--- config.mk ---
export PLATFORM = sky130hd
export DESIGN_NAME = bsac_regs
export DESIGN_NICKNAME = d
export VERILOG_FILES = /design/src/verilog/bsac_pkg.sv /design/src/verilog/bsac_regs.sv
export SDC_FILE = /design/constraint.sdc
export NUM_CORES = 1
export LEC_CHECK = 0
export ABC_CLOCK_PERIOD_IN_PS = 2650
export BUFFER_PORTS_ARGS = -buffer_cell sky130_fd_sc_hd__buf_4
export CORE_MARGIN = 1
export CORE_UTILIZATION = 56
export DETAILED_ROUTE_END_ITERATION = 16
export PLACE_DENSITY = 0.81
export SYNTH_ARGS = -nofsm -noshare
export SYNTH_HDL_FRONTEND = slang
export SYNTH_SLANG_ARGS = --single-unit
--- constraint.sdc ---
create_clock -name pclk -period 2.65 [get_ports pclk]
set_input_delay 0.1325 -clock pclk [delete_from_list [all_inputs] [get_ports pclk]]
set_output_delay 0.1325 -clock pclk [all_outputs]
set_load 0.05 [all_outputs]
--- src/verilog/bsac_pkg.sv ---
//------------------------------------------------------------------------------
//------------------------------------------------------------------------------
package bsac_pkg;

    //--------------------------------------------------------------------------
    // Register indices; the byte address on the bus is four times the index.
    //--------------------------------------------------------------------------
    localparam logic [5:0] IDX_RESERVED_12   = 6'h12; // Spare storage.
    localparam logic [5:0] IDX_FORCE_INJECT  = 6'h13; // Parity error injection.
    localparam logic [5:0] IDX_SELF_TEST     = 6'h14; // Self-test control.
    localparam logic [5:0] IDX_VOLTAGE_GAIN_DIVISOR     = 6'h15; // Voltage sensor gain.
    localparam logic [5:0] IDX_RESERVED_16   = 6'h16; // Spare storage.
    localparam logic [5:0] IDX_SENSOR_CONTROL_PRIMARY  = 6'h17; // Sensor enables.
    localparam logic [5:0] IDX_SENSOR_CONTROL_SECONDARY  = 6'h18; // Gain enable.
    localparam logic [5:0] IDX_V0_THRESH     = 6'h19; // Pin 0 limits.
    localparam logic [5:0] IDX_V1_THRESH     = 6'h1A; // Pin 1 limits.
    localparam logic [5:0] IDX_T_THRESH      = 6'h1B; // Temperature limits.
    localparam logic [5:0] IDX_CSI_ALARM_EN  = 6'h1C; // CSI-2 alarm enables.
    localparam int         NUM_REGS          = 11;    // Registers in the bank.

    //--------------------------------------------------------------------------
    // Reset values, in index order from the first register.
    //--------------------------------------------------------------------------
    localparam logic [7:0] RST_RESERVED_12  = 8'h00;
    localparam logic [7:0] RST_FORCE_INJECT = 8'h00;
    localparam logic [7:0] RST_SELF_TEST    = 8'h00;
    localparam logic [7:0] RST_VOLTAGE_GAIN_DIVISOR    = 8'h20;
    localparam logic [7:0] RST_RESERVED_16  = 8'h18;
    localparam logic [7:0] RST_SENSOR_CONTROL_PRIMARY = 8'h3C;
    localparam logic [7:0] RST_SENSOR_CONTROL_SECONDARY = 8'h80;
    localparam logic [7:0] RST_THRESH       = 8'h62;
    localparam logic [7:0] RST_CSI_ALARM_EN = 8'h3F;

    //--------------------------------------------------------------------------
    // Field positions.
    //--------------------------------------------------------------------------
    localparam int INJECT_BIT      = 7; // Self-clearing inject bit.
    localparam int COUNT_MSB       = 6; // Injected error count, bits 6:0.
    localparam int ERR_FIELD_MSB   = 7; // Forced error enable field, 7:4.
    localparam int ERR_FIELD_LSB   = 4;
    localparam int LOCAL_EN_BIT    = 3; // Local self-test enable.
    localparam int CLK_SEL_MSB     = 2; // Self-test clock select, 2:1.
    localparam int CLK_SEL_LSB     = 1;
    localparam int REMOTE_EN_BIT   = 0; // Remote self-test enable.
    localparam int GAIN_MSB        = 6; // Gain divisor, bits 6:0.
    localparam int SENS_EN_MSB     = 3; // Sensor enable, bits 3:2.
    localparam int SENS_EN_LSB     = 2;
    localparam int PIN_SEL_MSB     = 1; // Voltage pin select, bits 1:0.
    localparam int GAIN_EN_BIT     = 7; // Gain setting enable.
    localparam int HI_MSB          = 6; // Upper limit, bits 6:4.
    localparam int HI_LSB          = 4;
    localparam int LO_MSB          = 2; // Lower limit, bits 2:0.
    localparam int NO_FV_BIT       = 5; // Missing frame-valid alarm enable.
    localparam int SYNC_ERR_BIT    = 4; // Phy sync error alarm enable.
    localparam logic [1:0] SENS_ON = 2'b11; // Both sensors enabled.

    // Self-test clock source choices.
    typedef enum logic [1:0] {
        BSAC_CLK_EXTERNAL,
        BSAC_CLK_INT_50MHZ,
        BSAC_CLK_INT_25MHZ
    } bsac_clk_sel_e;

    // Quantized sensor reading codes.
    typedef struct packed {
        logic [2:0] volt0;
        logic [2:0] volt1;
        logic [2:0] temp;
    } bsac_sense_s;

    // Threshold alarm levels.
    typedef struct packed {
        logic volt0_high_alarm;
        logic volt0_low_alarm;
        logic volt1_high_alarm;
        logic volt1_low_alarm;
        logic temp_high_alarm;
        logic temp_low_alarm;
    } bsac_alarm_s;

endpackage

--- src/verilog/bsac_regs.sv ---
// Local design decision: the APB slave port.
`timescale 1ns/1ps
`default_nettype none
module bsac_regs
(
    // Clock and reset.
    input  wire logic                     pclk,
    input  wire logic                     presetn,
    // APB slave.
    input  wire logic                     psel,
    input  wire logic                     penable,
    input  wire logic                     pwrite,
    input  wire logic [7:0]               paddr,
    input  wire logic [31:0]              pwdata,
    output logic                          pready,
    output logic                          pslverr,
    output logic [31:0]                   prdata,
    // Sensor readings and raw CSI-2 events.
    input  wire bsac_pkg::bsac_sense_s    sense_codes,
    input  wire logic                     missing_frame_valid_event,
    input  wire logic                     phy_sync_error_event,
    // Self-test and injection controls.
    output logic                          parity_error_strobe,
    output logic                          self_test_mode,
    output logic                          remote_self_test_enable,
    output bsac_pkg::bsac_clk_sel_e       self_test_clock_select,
    // Sensor controls.
    output logic [6:0]                    voltage_gain_divisor,
    output logic                          gain_setting_enable,
    output logic                          sensors_enabled,
    output logic                          volt0_sense_enable,
    output logic                          volt1_sense_enable,
    // Alarms.
    output bsac_pkg::bsac_alarm_s         sensor_alarms,
    output logic                          missing_frame_valid_alarm,
    output logic                          phy_sync_error_alarm
);
    import bsac_pkg::*;

    //--------------------------------------------------------------------------
    // Register storage and bus decode
    //--------------------------------------------------------------------------
    logic [7:0] regs_q [NUM_REGS];   // Register bank, index from the first.
    logic [5:0] idx;                 // Word index from the byte address.
    logic       hit;                 // Address maps onto a register.
    logic [3:0] slot;                // Position in the bank.
    logic       err_q;               // Error answer latched in setup.
    logic       wr_en;               // Write takes effect this edge.
    logic       inject_q;            // Inject bit, self-clearing.
    logic [6:0] remaining_q;         // Errors still to be injected.
    logic       strobe_q;            // Registered injection strobe.
    logic       local_prev_q;        // Self-test enable one cycle ago.
    logic       start;               // Injection sequence starts.
    logic       entering;            // Self-test mode is being entered.
    bsac_alarm_s alarm_q;            // Registered threshold alarms.
    logic       no_fv_alarm_q;       // Registered gated frame alarm.
    logic       sync_alarm_q;        // Registered gated sync alarm.

    assign idx  = paddr[7:2];
    assign hit  = (paddr[1:0] == 2'b00) && (idx >= IDX_RESERVED_12)
                  && (idx <= IDX_CSI_ALARM_EN);
    assign slot = 4'(idx - IDX_RESERVED_12);

    // The slave never inserts wait states, so read data must be ready at
    // the access phase; it is caught from the bank during the setup cycle.
    assign pready  = 1'b1;
    assign pslverr = psel && penable && err_q;
    assign wr_en   = psel && penable && pwrite && !err_q;

    // Bus answer flops, loaded in the setup cycle.
    always_ff @(posedge pclk or negedge presetn)
    begin
        if (!presetn)
        begin
            err_q  <= 1'b0;
            prdata <= 32'h0000_0000;
        end
        else if (psel && !penable)
        begin
            err_q  <= !hit;
            // Unmapped reads answer zero with an error.
            if (!hit)
                prdata <= 32'h0000_0000;
            else if (idx == IDX_FORCE_INJECT)
                prdata <= {24'h00_0000, inject_q, regs_q[slot][COUNT_MSB:0]};
            else
                prdata <= {24'h00_0000, regs_q[slot]};
        end
    end

    // Plain storage for every register; the inject bit lives apart.
    always_ff @(posedge pclk or negedge presetn)
    begin
        if (!presetn)
        begin
            regs_q[0]  <= RST_RESERVED_12;
            regs_q[1]  <= RST_FORCE_INJECT;
            regs_q[2]  <= RST_SELF_TEST;
            regs_q[3]  <= RST_VOLTAGE_GAIN_DIVISOR;
            regs_q[4]  <= RST_RESERVED_16;
            regs_q[5]  <= RST_SENSOR_CONTROL_PRIMARY;
            regs_q[6]  <= RST_SENSOR_CONTROL_SECONDARY;
            regs_q[7]  <= RST_THRESH;
            regs_q[8]  <= RST_THRESH;
            regs_q[9]  <= RST_THRESH;
            regs_q[10] <= RST_CSI_ALARM_EN;
        end
        else if (wr_en)
        begin
            // Bit 7 of the injection register is never stored here.
            regs_q[slot] <= (idx == IDX_FORCE_INJECT) ? {1'b0, pwdata[COUNT_MSB:0]}
                                                      : pwdata[7:0];
        end
    end

    //--------------------------------------------------------------------------
    // Forced parity error injection
    //--------------------------------------------------------------------------
    localparam int S_INJ  = 1;
    localparam int S_ST   = 2;
    localparam int S_GAIN = 3;
    localparam int S_CT0  = 5;
    localparam int S_CT1  = 6;
    localparam int S_V0   = 7;
    localparam int S_V1   = 8;
    localparam int S_T    = 9;
    localparam int S_CSI  = 10;

    // Self-test entry is the rising edge of the local enable bit.
    assign entering = regs_q[S_ST][LOCAL_EN_BIT] && !local_prev_q;
    assign start    = (wr_en && (idx == IDX_FORCE_INJECT) && pwdata[INJECT_BIT])
                    || (entering && (regs_q[S_ST][ERR_FIELD_MSB:ERR_FIELD_LSB] != 4'h0));

    // Edge tracker for self-test entry.
    always_ff @(posedge pclk or negedge presetn)
    begin
        if (!presetn)
            local_prev_q <= 1'b0;
        else
            local_prev_q <= regs_q[S_ST][LOCAL_EN_BIT];
    end

    // Countdown of errors; a write landing on the last cycle restarts it.
    always_ff @(posedge pclk or negedge presetn)
    begin
        if (!presetn)
            remaining_q <= 7'h00;
        else if (start && wr_en && (idx == IDX_FORCE_INJECT))
            remaining_q <= pwdata[COUNT_MSB:0];
        else if (start)
            remaining_q <= regs_q[S_INJ][COUNT_MSB:0];
        else if (remaining_q != 7'h00)
            remaining_q <= remaining_q - 7'h01;
    end

    // One strobe per remaining error, one cycle each.
    always_ff @(posedge pclk or negedge presetn)
    begin
        if (!presetn)
            strobe_q <= 1'b0;
        else
            strobe_q <= (remaining_q != 7'h00);
    end

    // The inject bit reads one while a write-started sequence runs; set beats clear.
    always_ff @(posedge pclk or negedge presetn)
    begin
        if (!presetn)
            inject_q <= 1'b0;
        else if (start && wr_en && (idx == IDX_FORCE_INJECT))
            inject_q <= 1'b1;
        else if (remaining_q == 7'h00)
            inject_q <= 1'b0;
    end

    //--------------------------------------------------------------------------
    // Control outputs
    //--------------------------------------------------------------------------
    assign parity_error_strobe     = strobe_q;
    assign self_test_mode          = regs_q[S_ST][LOCAL_EN_BIT];
    assign remote_self_test_enable = regs_q[S_ST][REMOTE_EN_BIT];
    assign voltage_gain_divisor    = regs_q[S_GAIN][GAIN_MSB:0];
    assign gain_setting_enable     = regs_q[S_CT1][GAIN_EN_BIT];
    assign sensors_enabled         = regs_q[S_CT0][SENS_EN_MSB:SENS_EN_LSB] == SENS_ON;
    assign volt0_sense_enable      = regs_q[S_CT0][0];
    assign volt1_sense_enable      = regs_q[S_CT0][PIN_SEL_MSB];

    // Upper select bit alone picks the slow internal clock.
    always_comb
    begin
        if (regs_q[S_ST][CLK_SEL_MSB])
            self_test_clock_select = BSAC_CLK_INT_25MHZ;
        else if (regs_q[S_ST][CLK_SEL_LSB])
            self_test_clock_select = BSAC_CLK_INT_50MHZ;
        else
            self_test_clock_select = BSAC_CLK_EXTERNAL;
    end

    //--------------------------------------------------------------------------
    // Threshold alarms, compared on quantized codes
    //--------------------------------------------------------------------------
    always_ff @(posedge pclk or negedge presetn)
    begin
        if (!presetn)
            alarm_q <= '0;
        else
        begin
            alarm_q.volt0_high_alarm <= sensors_enabled && volt0_sense_enable
                && (sense_codes.volt0 > regs_q[S_V0][HI_MSB:HI_LSB]);
            alarm_q.volt0_low_alarm  <= sensors_enabled && volt0_sense_enable
                && (sense_codes.volt0 < regs_q[S_V0][LO_MSB:0]);
            alarm_q.volt1_high_alarm <= sensors_enabled && volt1_sense_enable
                && (sense_codes.volt1 > regs_q[S_V1][HI_MSB:HI_LSB]);
            alarm_q.volt1_low_alarm  <= sensors_enabled && volt1_sense_enable
                && (sense_codes.volt1 < regs_q[S_V1][LO_MSB:0]);
            alarm_q.temp_high_alarm  <= sensors_enabled
                && (sense_codes.temp > regs_q[S_T][HI_MSB:HI_LSB]);
            alarm_q.temp_low_alarm   <= sensors_enabled
                && (sense_codes.temp < regs_q[S_T][LO_MSB:0]);
        end
    end
    assign sensor_alarms = alarm_q;

    // CSI-2 alarms pass only while their enable is set.
    always_ff @(posedge pclk or negedge presetn)
    begin
        if (!presetn)
        begin
            no_fv_alarm_q <= 1'b0;
            sync_alarm_q  <= 1'b0;
        end
        else
        begin
            no_fv_alarm_q <= missing_frame_valid_event && regs_q[S_CSI][NO_FV_BIT];
            sync_alarm_q  <= phy_sync_error_event && regs_q[S_CSI][SYNC_ERR_BIT];
        end
    end
    assign missing_frame_valid_alarm = no_fv_alarm_q;
    assign phy_sync_error_alarm      = sync_alarm_q;
endmodule
`default_nettype wire

Word-level counts from Yosys, hierarchy flattened
Cells that the tools add are included.

operators by class
  add/subtract/negate cells = 2
  $lt $le $gt $ge = 10
  equal/unequal tests = 2
  mux-type cells = 16
  bitwise operators = 1
  reductions and logical operators = 35

operators with widths
  kind                                                                                  count
  88-bit bitwise mux                                                                    1
  8-bit 2-to-1 mux                                                                      5
  8-bit binary-select mux with 4-bit select                                             1
  8-bit demux with 4-bit select                                                         1
  32-bit 2-to-1 mux                                                                     1
  1-bit logical AND                                                                     24
  7-bit 2-to-1 mux                                                                      3
  3-bit greater-than comparator                                                         3
  3-bit less-than comparator                                                            3
  7-bit zero test                                                                       1
  7-bit nonzero test                                                                    1
  7-bit by 1-bit subtractor with 7-bit output (second input constant)                   1
  6-bit by 5-bit equality test with 1-bit output (second input constant)                1
  6-bit by 5-bit greater-or-equal comparator with 1-bit output (second input constant)  1
  6-bit by 5-bit <= comparator with 1-bit output (second input constant)                1
  5-bit greater-or-equal comparator (second input constant)                             1
  5-bit by 1-bit less-than comparator with 1-bit output (second input constant)         1
  4-bit inverter with 5-bit output                                                      1
  1-bit zero test                                                                       4
  4-bit nonzero test                                                                    1
  4-bit by 2-bit subtractor with 4-bit output (second input constant)                   1
  1-bit 2-to-1 mux                                                                      3
  3-bit nonzero test                                                                    1
  2-bit equality test (second input constant)                                           1
  4 further kinds                                                                       4

storage, ports and cells
  bits in registers = 139
  input bits = 56
  output and inout port bits = 58
  word-level logic and storage cells = 91

Logic depth before layout (Yosys ltp)
  depth in word-level cells = 9
  gate-level depth with buffers = 10
  mapped depth without buffers = 7

Worst setup path after synthesis
OpenSTA, ideal clock, no wires.

  path kind = input to register
  from = in paddr[3]
  to = reg regs_q[27] (netlist bit)
  setup time = 0.125 ns
  data arrival time = 2.193 ns
  data required time = 2.525 ns
  path slack = 0.333 ns
  stages on the path = 9
  path buffers = 3
  cells stage by stage = buf_2 -> buf_4 -> inv_1 -> ha_1 -> xnor2_2 -> nand3b_2 -> nor3b_2 -> buf_2 -> mux2_2

between the ends
  cells in the longest elaborated chain, start to end = 7
  elaborated cells on any way between the ends = 8
  classes of those cells = 1 x add/sub; 2 x order compare; 3 x mux; 1 x bitwise; 1 x reduce/logical

RTL lines
  what                                                                                                                              RTL line          source
  from (decl)                                                                                                                       bsac_regs.sv:13   input wire logic [7:0] paddr,
  4-bit by 2-bit subtractor with 4-bit output *                                                                                     bsac_regs.sv:62   assign slot = 4'(idx - IDX_RESERVED_12);
  4-bit inverter with 5-bit output *                                                                                                bsac_regs.sv:111  regs_q[slot] <= (idx == IDX_FORCE_INJECT) ? {1'b0, pwdata[COUNT_MSB:0]}
  5-bit greater-or-equal comparator (implied by the code) or 5-bit by 1-bit less-than comparator with 1-bit output (tied branches)  bsac_regs.sv:111
  1-bit logical AND (implied by the code)                                                                                           bsac_regs.sv:111
  8-bit 2-to-1 mux                                                                                                                  bsac_regs.sv:111
  8-bit demux with 4-bit select *                                                                                                   bsac_regs.sv:111
  88-bit bitwise mux *                                                                                                              bsac_regs.sv:111
  to (signal, indexed assignment)                                                                                                   bsac_regs.sv:111
  to (decl)                                                                                                                         bsac_regs.sv:43   logic [7:0] regs_q [NUM_REGS];

Mark *: on every way between the ends. The rest lies on a longest branch, timed or not.
A chain may end at the register's enable or synchronous reset.

Worst setup path in the final report
  from = reg err_q
  to = reg regs_q, in the netlist volt0_sense_enable

between the ends
  cells in the longest elaborated chain, start to end = 2

RTL lines
  what                    RTL line         source
  from (decl)             bsac_regs.sv:47  logic err_q;
  from (signal assigned)  bsac_regs.sv:80  err_q <= !hit;
  1-bit zero test         bsac_regs.sv:68  assign wr_en = psel && penable && pwrite && !err_q;
  1-bit logical AND       bsac_regs.sv:68

No other way between the ends.

==> impl_metrics.toml <==
[synthesis]
synth_area_leaders = "dfrtp_1 (38%), mux2_2 (15%), dfstp_2 (10%), mux4_2 (6.0%), buf_4 (4.5%)"
synth_adder_area_share_pct = 3.954
ys_async_sr_fraction_pct = 100.0
synth_cell_type_count = 57
synth_top_family_by_area = "multiplexers"
synth_most_common_cell = "dfrtp_1"
synth-simple-area-share_pct = 8.783
synth_area_um2 = 6012
synthTopCellsByCount = "dfrtp_1 (92), mux2_2 (82), buf_4 (36), nand2_1 (36), inv_1 (26)"
synth_seq_cells = 115
synth_compound_area_share_pct = 8.137
yosysTopAreaCell = "dfrtp_1"
synth_cells = 489
synth_top_flop_cell = "dfrtp_1"
synthMuxAreaShare_pct = 22.04
yosysSeqAreaShare_pct = 48.35
synth-xor-area-share_pct = 0.9781
synth_top_area_share_pct = 38.29
yosys_warnings = 0
syn_area_per_cell_um2 = 12.29
synth_enable_flop_cells = 0

[route]
ant_nets = 0
vias_per_cell = 5.927
remaining_drc_errors = 0
drt-initial-drc-count = 300
vias = 4220
firstDrtPassIters = 5
routedWlPerCell_um = 20.17
wl_um = 14360

[global_route]
grt_max_degree = 62
grt_pass1_wl_um = 22860
antenna_found_initial = 0
grt-ovfl-total = 0
grt_util_all_layers_pct = 27.72
grt_pass1_vias = 4324

[cells_and_area]
layout.nets = 638
diodes = 0
fill_cells = 694
syn2layout_area_growth_pct = 20.58
final_layout_size_suffix_gt1_share_pct = 40.45

[clock_tree]
cts-root-buf = "clkbuf_8"
clock_path_buffers = 2
htreeDepth = 4
cts_tree = "done"
numCtsBuffers = 17
postCtsSetupBuffers = 0
cts_sinks = 115
clk-insertion-delay-late_ns = 0.53
cts-resized-gates = 0
clk_pin_slew_ns = 0.06

[sta]
maxSlewViolCount = 0
rsz0062_at_grt = "no"
hold_violations = 0
finalClockSkew_ns = 0.01030
period_share_pct = 81.79
tns_ns = 0
fmax_mhz = 461.4
worstMarginPinSlew_ns = 0.7060
setup_ws_ns = 0.4827
relSlewSlack_pct = 52.93
setup_viol = 0
period_minus_slack_ns = 2.167

[floorplanning]
die_x_um = 105.6
rows = 37
boundaryPins = 114
die_y_um = 105.6
placeableCoreArea_um2 = 10370
start_util_pct = 57.98
die_area_um2 = 11150

[critical_path]
critPathMaxFanout = 8
required_ns = 3.06
cp-start-kind = "flip-flop"
worstSetupPathType = "flip-flop to flip-flop"
cp-end-kind = "flip-flop"
critPathArrivalTime_ns = 2.58

[run_status]
status = "finished clean"

[power]
power.density_nw_per_um2 = 693.2
ir_worst_vdd_mv = 0.3761
p_leak_nw = 3.530

[place]
place_ws_ns = 0.4760
portBuffers = 64
globalplace.congestion = 0.8117
place_hpwl_um = 9300

[min_path]
hold_class = "input port to flip-flop"

[job]
maxCapViolations = 0
## routing by layer
layer	vias to the layer above	track usage [%]	routed length, um	share of wire (%)
met5	-	0	0	0
met4	0	11.31	323	2.2
met3	32	6.494	1233	8.6
met2	223	45.39	7136	50
met1	2113	35.69	5665	39
li1	1852	-	-	-
## critical path: stages (launching register included)
cell      delay, ns
dfrtp_1        0.38
and4b_1        0.52
nand3b_2       0.26
nor2_2         0.48
mux2_2         0.40
## stage by stage
stage,instances,hold WS [ns],power [mW],utilization (%),cell area [um^2]
2_1_floorplan,512,-0.1631,2.402,-,6098
3_3_place_gp,662,0.2131,2.544,62.15,6445
3_5_place_dp,662,0.2203,2.580,62.15,6445
4_1_cts,712,0.01172,5.032,69.91,7249
5_1_grt,712,0.04354,5.201,69.91,7249
6_report,712,0.02584,5.025,69.91,7249
## cell families (layout without fill, tap and decap cells)
group | after synthesis | after routing
buffers and inverters | 82 | 146
flip-flops | 115 | 115
multiplexers | 102 | 102
AND/OR/NAND/NOR | 92 | 92
XOR/XNOR | 5 | 5
adder cells (fa/ha/maj) | 19 | 19
AO/OA/AOI/OAI | 72 | 72
other | 2 | 25
## placed cells by master (no fill, tap or decap), drive strengths merged, types with 3 or more instances in the layout
cell         netlist  routed
mux2              83      83
bufinv             0       5
mux2i              3       3
a311oi             4       4
clkbuf            11      23
dlygate4sd3        0      18
a22oi              5       5
xnor2              3       3
nand3              9       9
a31oi              3       3
a211oi             3       3
inv               26      26
nor2b              3       3
clkinvlp           0       3
mux4              16      16
dfrtp             92      92
nand2             38      38
o21ai             21      21
dfstp             23      23
buf               45      70
a221oi             7       7
a21o               8       8
conb               2      25
nand4              3       3
a222oi             3       3
nor3               4       4
ha                19      19
o41ai              3       3
nor2              19      19
a21oi              9       9
## final timing paths
kind / slack (ns) / cells after the start / startpoint / to
setup / recovery: 0.48 / 4 / err_q / volt0_sense_enable
hold / removal: 0.03 / 4 / sense_codes[6] / sensor_alarms[5]
setup reg to reg: 0.48 / 4 / err_q / volt0_sense_enable
hold reg to reg: 0.48 / 2 / prdata[3] / prdata[3]
max in group asynchronous: 1.64 / 3 / presetn / voltage_gain_divisor[5]
min in group asynchronous: 0.19 / 2 / presetn / sensor_alarms[4]
## sequential cells by signal, indices dropped and copies added (netlist names)
| register | flops |
|---|---|
| err_q | 1 |
| local_prev_q | 1 |
| phy_sync_error_alarm | 1 |
| parity_error_strobe | 1 |
| remaining_q | 7 |
| voltage_gain_divisor | 7 |
| inject_q | 1 |
| gain_setting_enable | 1 |
| volt0_sense_enable | 1 |
| missing_frame_valid_alarm | 1 |
| volt1_sense_enable | 1 |
| sensor_alarms | 6 |
| self_test_mode | 1 |
| prdata | 8 |
| regs_q | 76 |
| remote_self_test_enable | 1 |
## power by group
| part | switching (mW) | internal [mW] |
|---|---|---|
| sequential | 0.0695 | 1.84 |
| clock | 0.794 | 1.64 |
| combinational | 0.418 | 0.254 |
## final cells by class
type | count | area, um^2 | area share [%]
inverter | 26 | 97.59 | 1.346
sequential | 115 | 2907 | 40.09
clock inverter | 9 | 177.7 | 2.451
tap | 136 | 170.2 | 2.347
timing repair buffer | 88 | 718.2 | 9.907
multi-input combinational | 315 | 2733 | 37.69
clock buffer | 23 | 446.7 | 6.162
## what timing repair did
action                     CTS  global route
hold buffers                18             0
hold endpoints to repair    99             0
setup endpoints to repair    0             0
(Power assumes the default switching activity.)
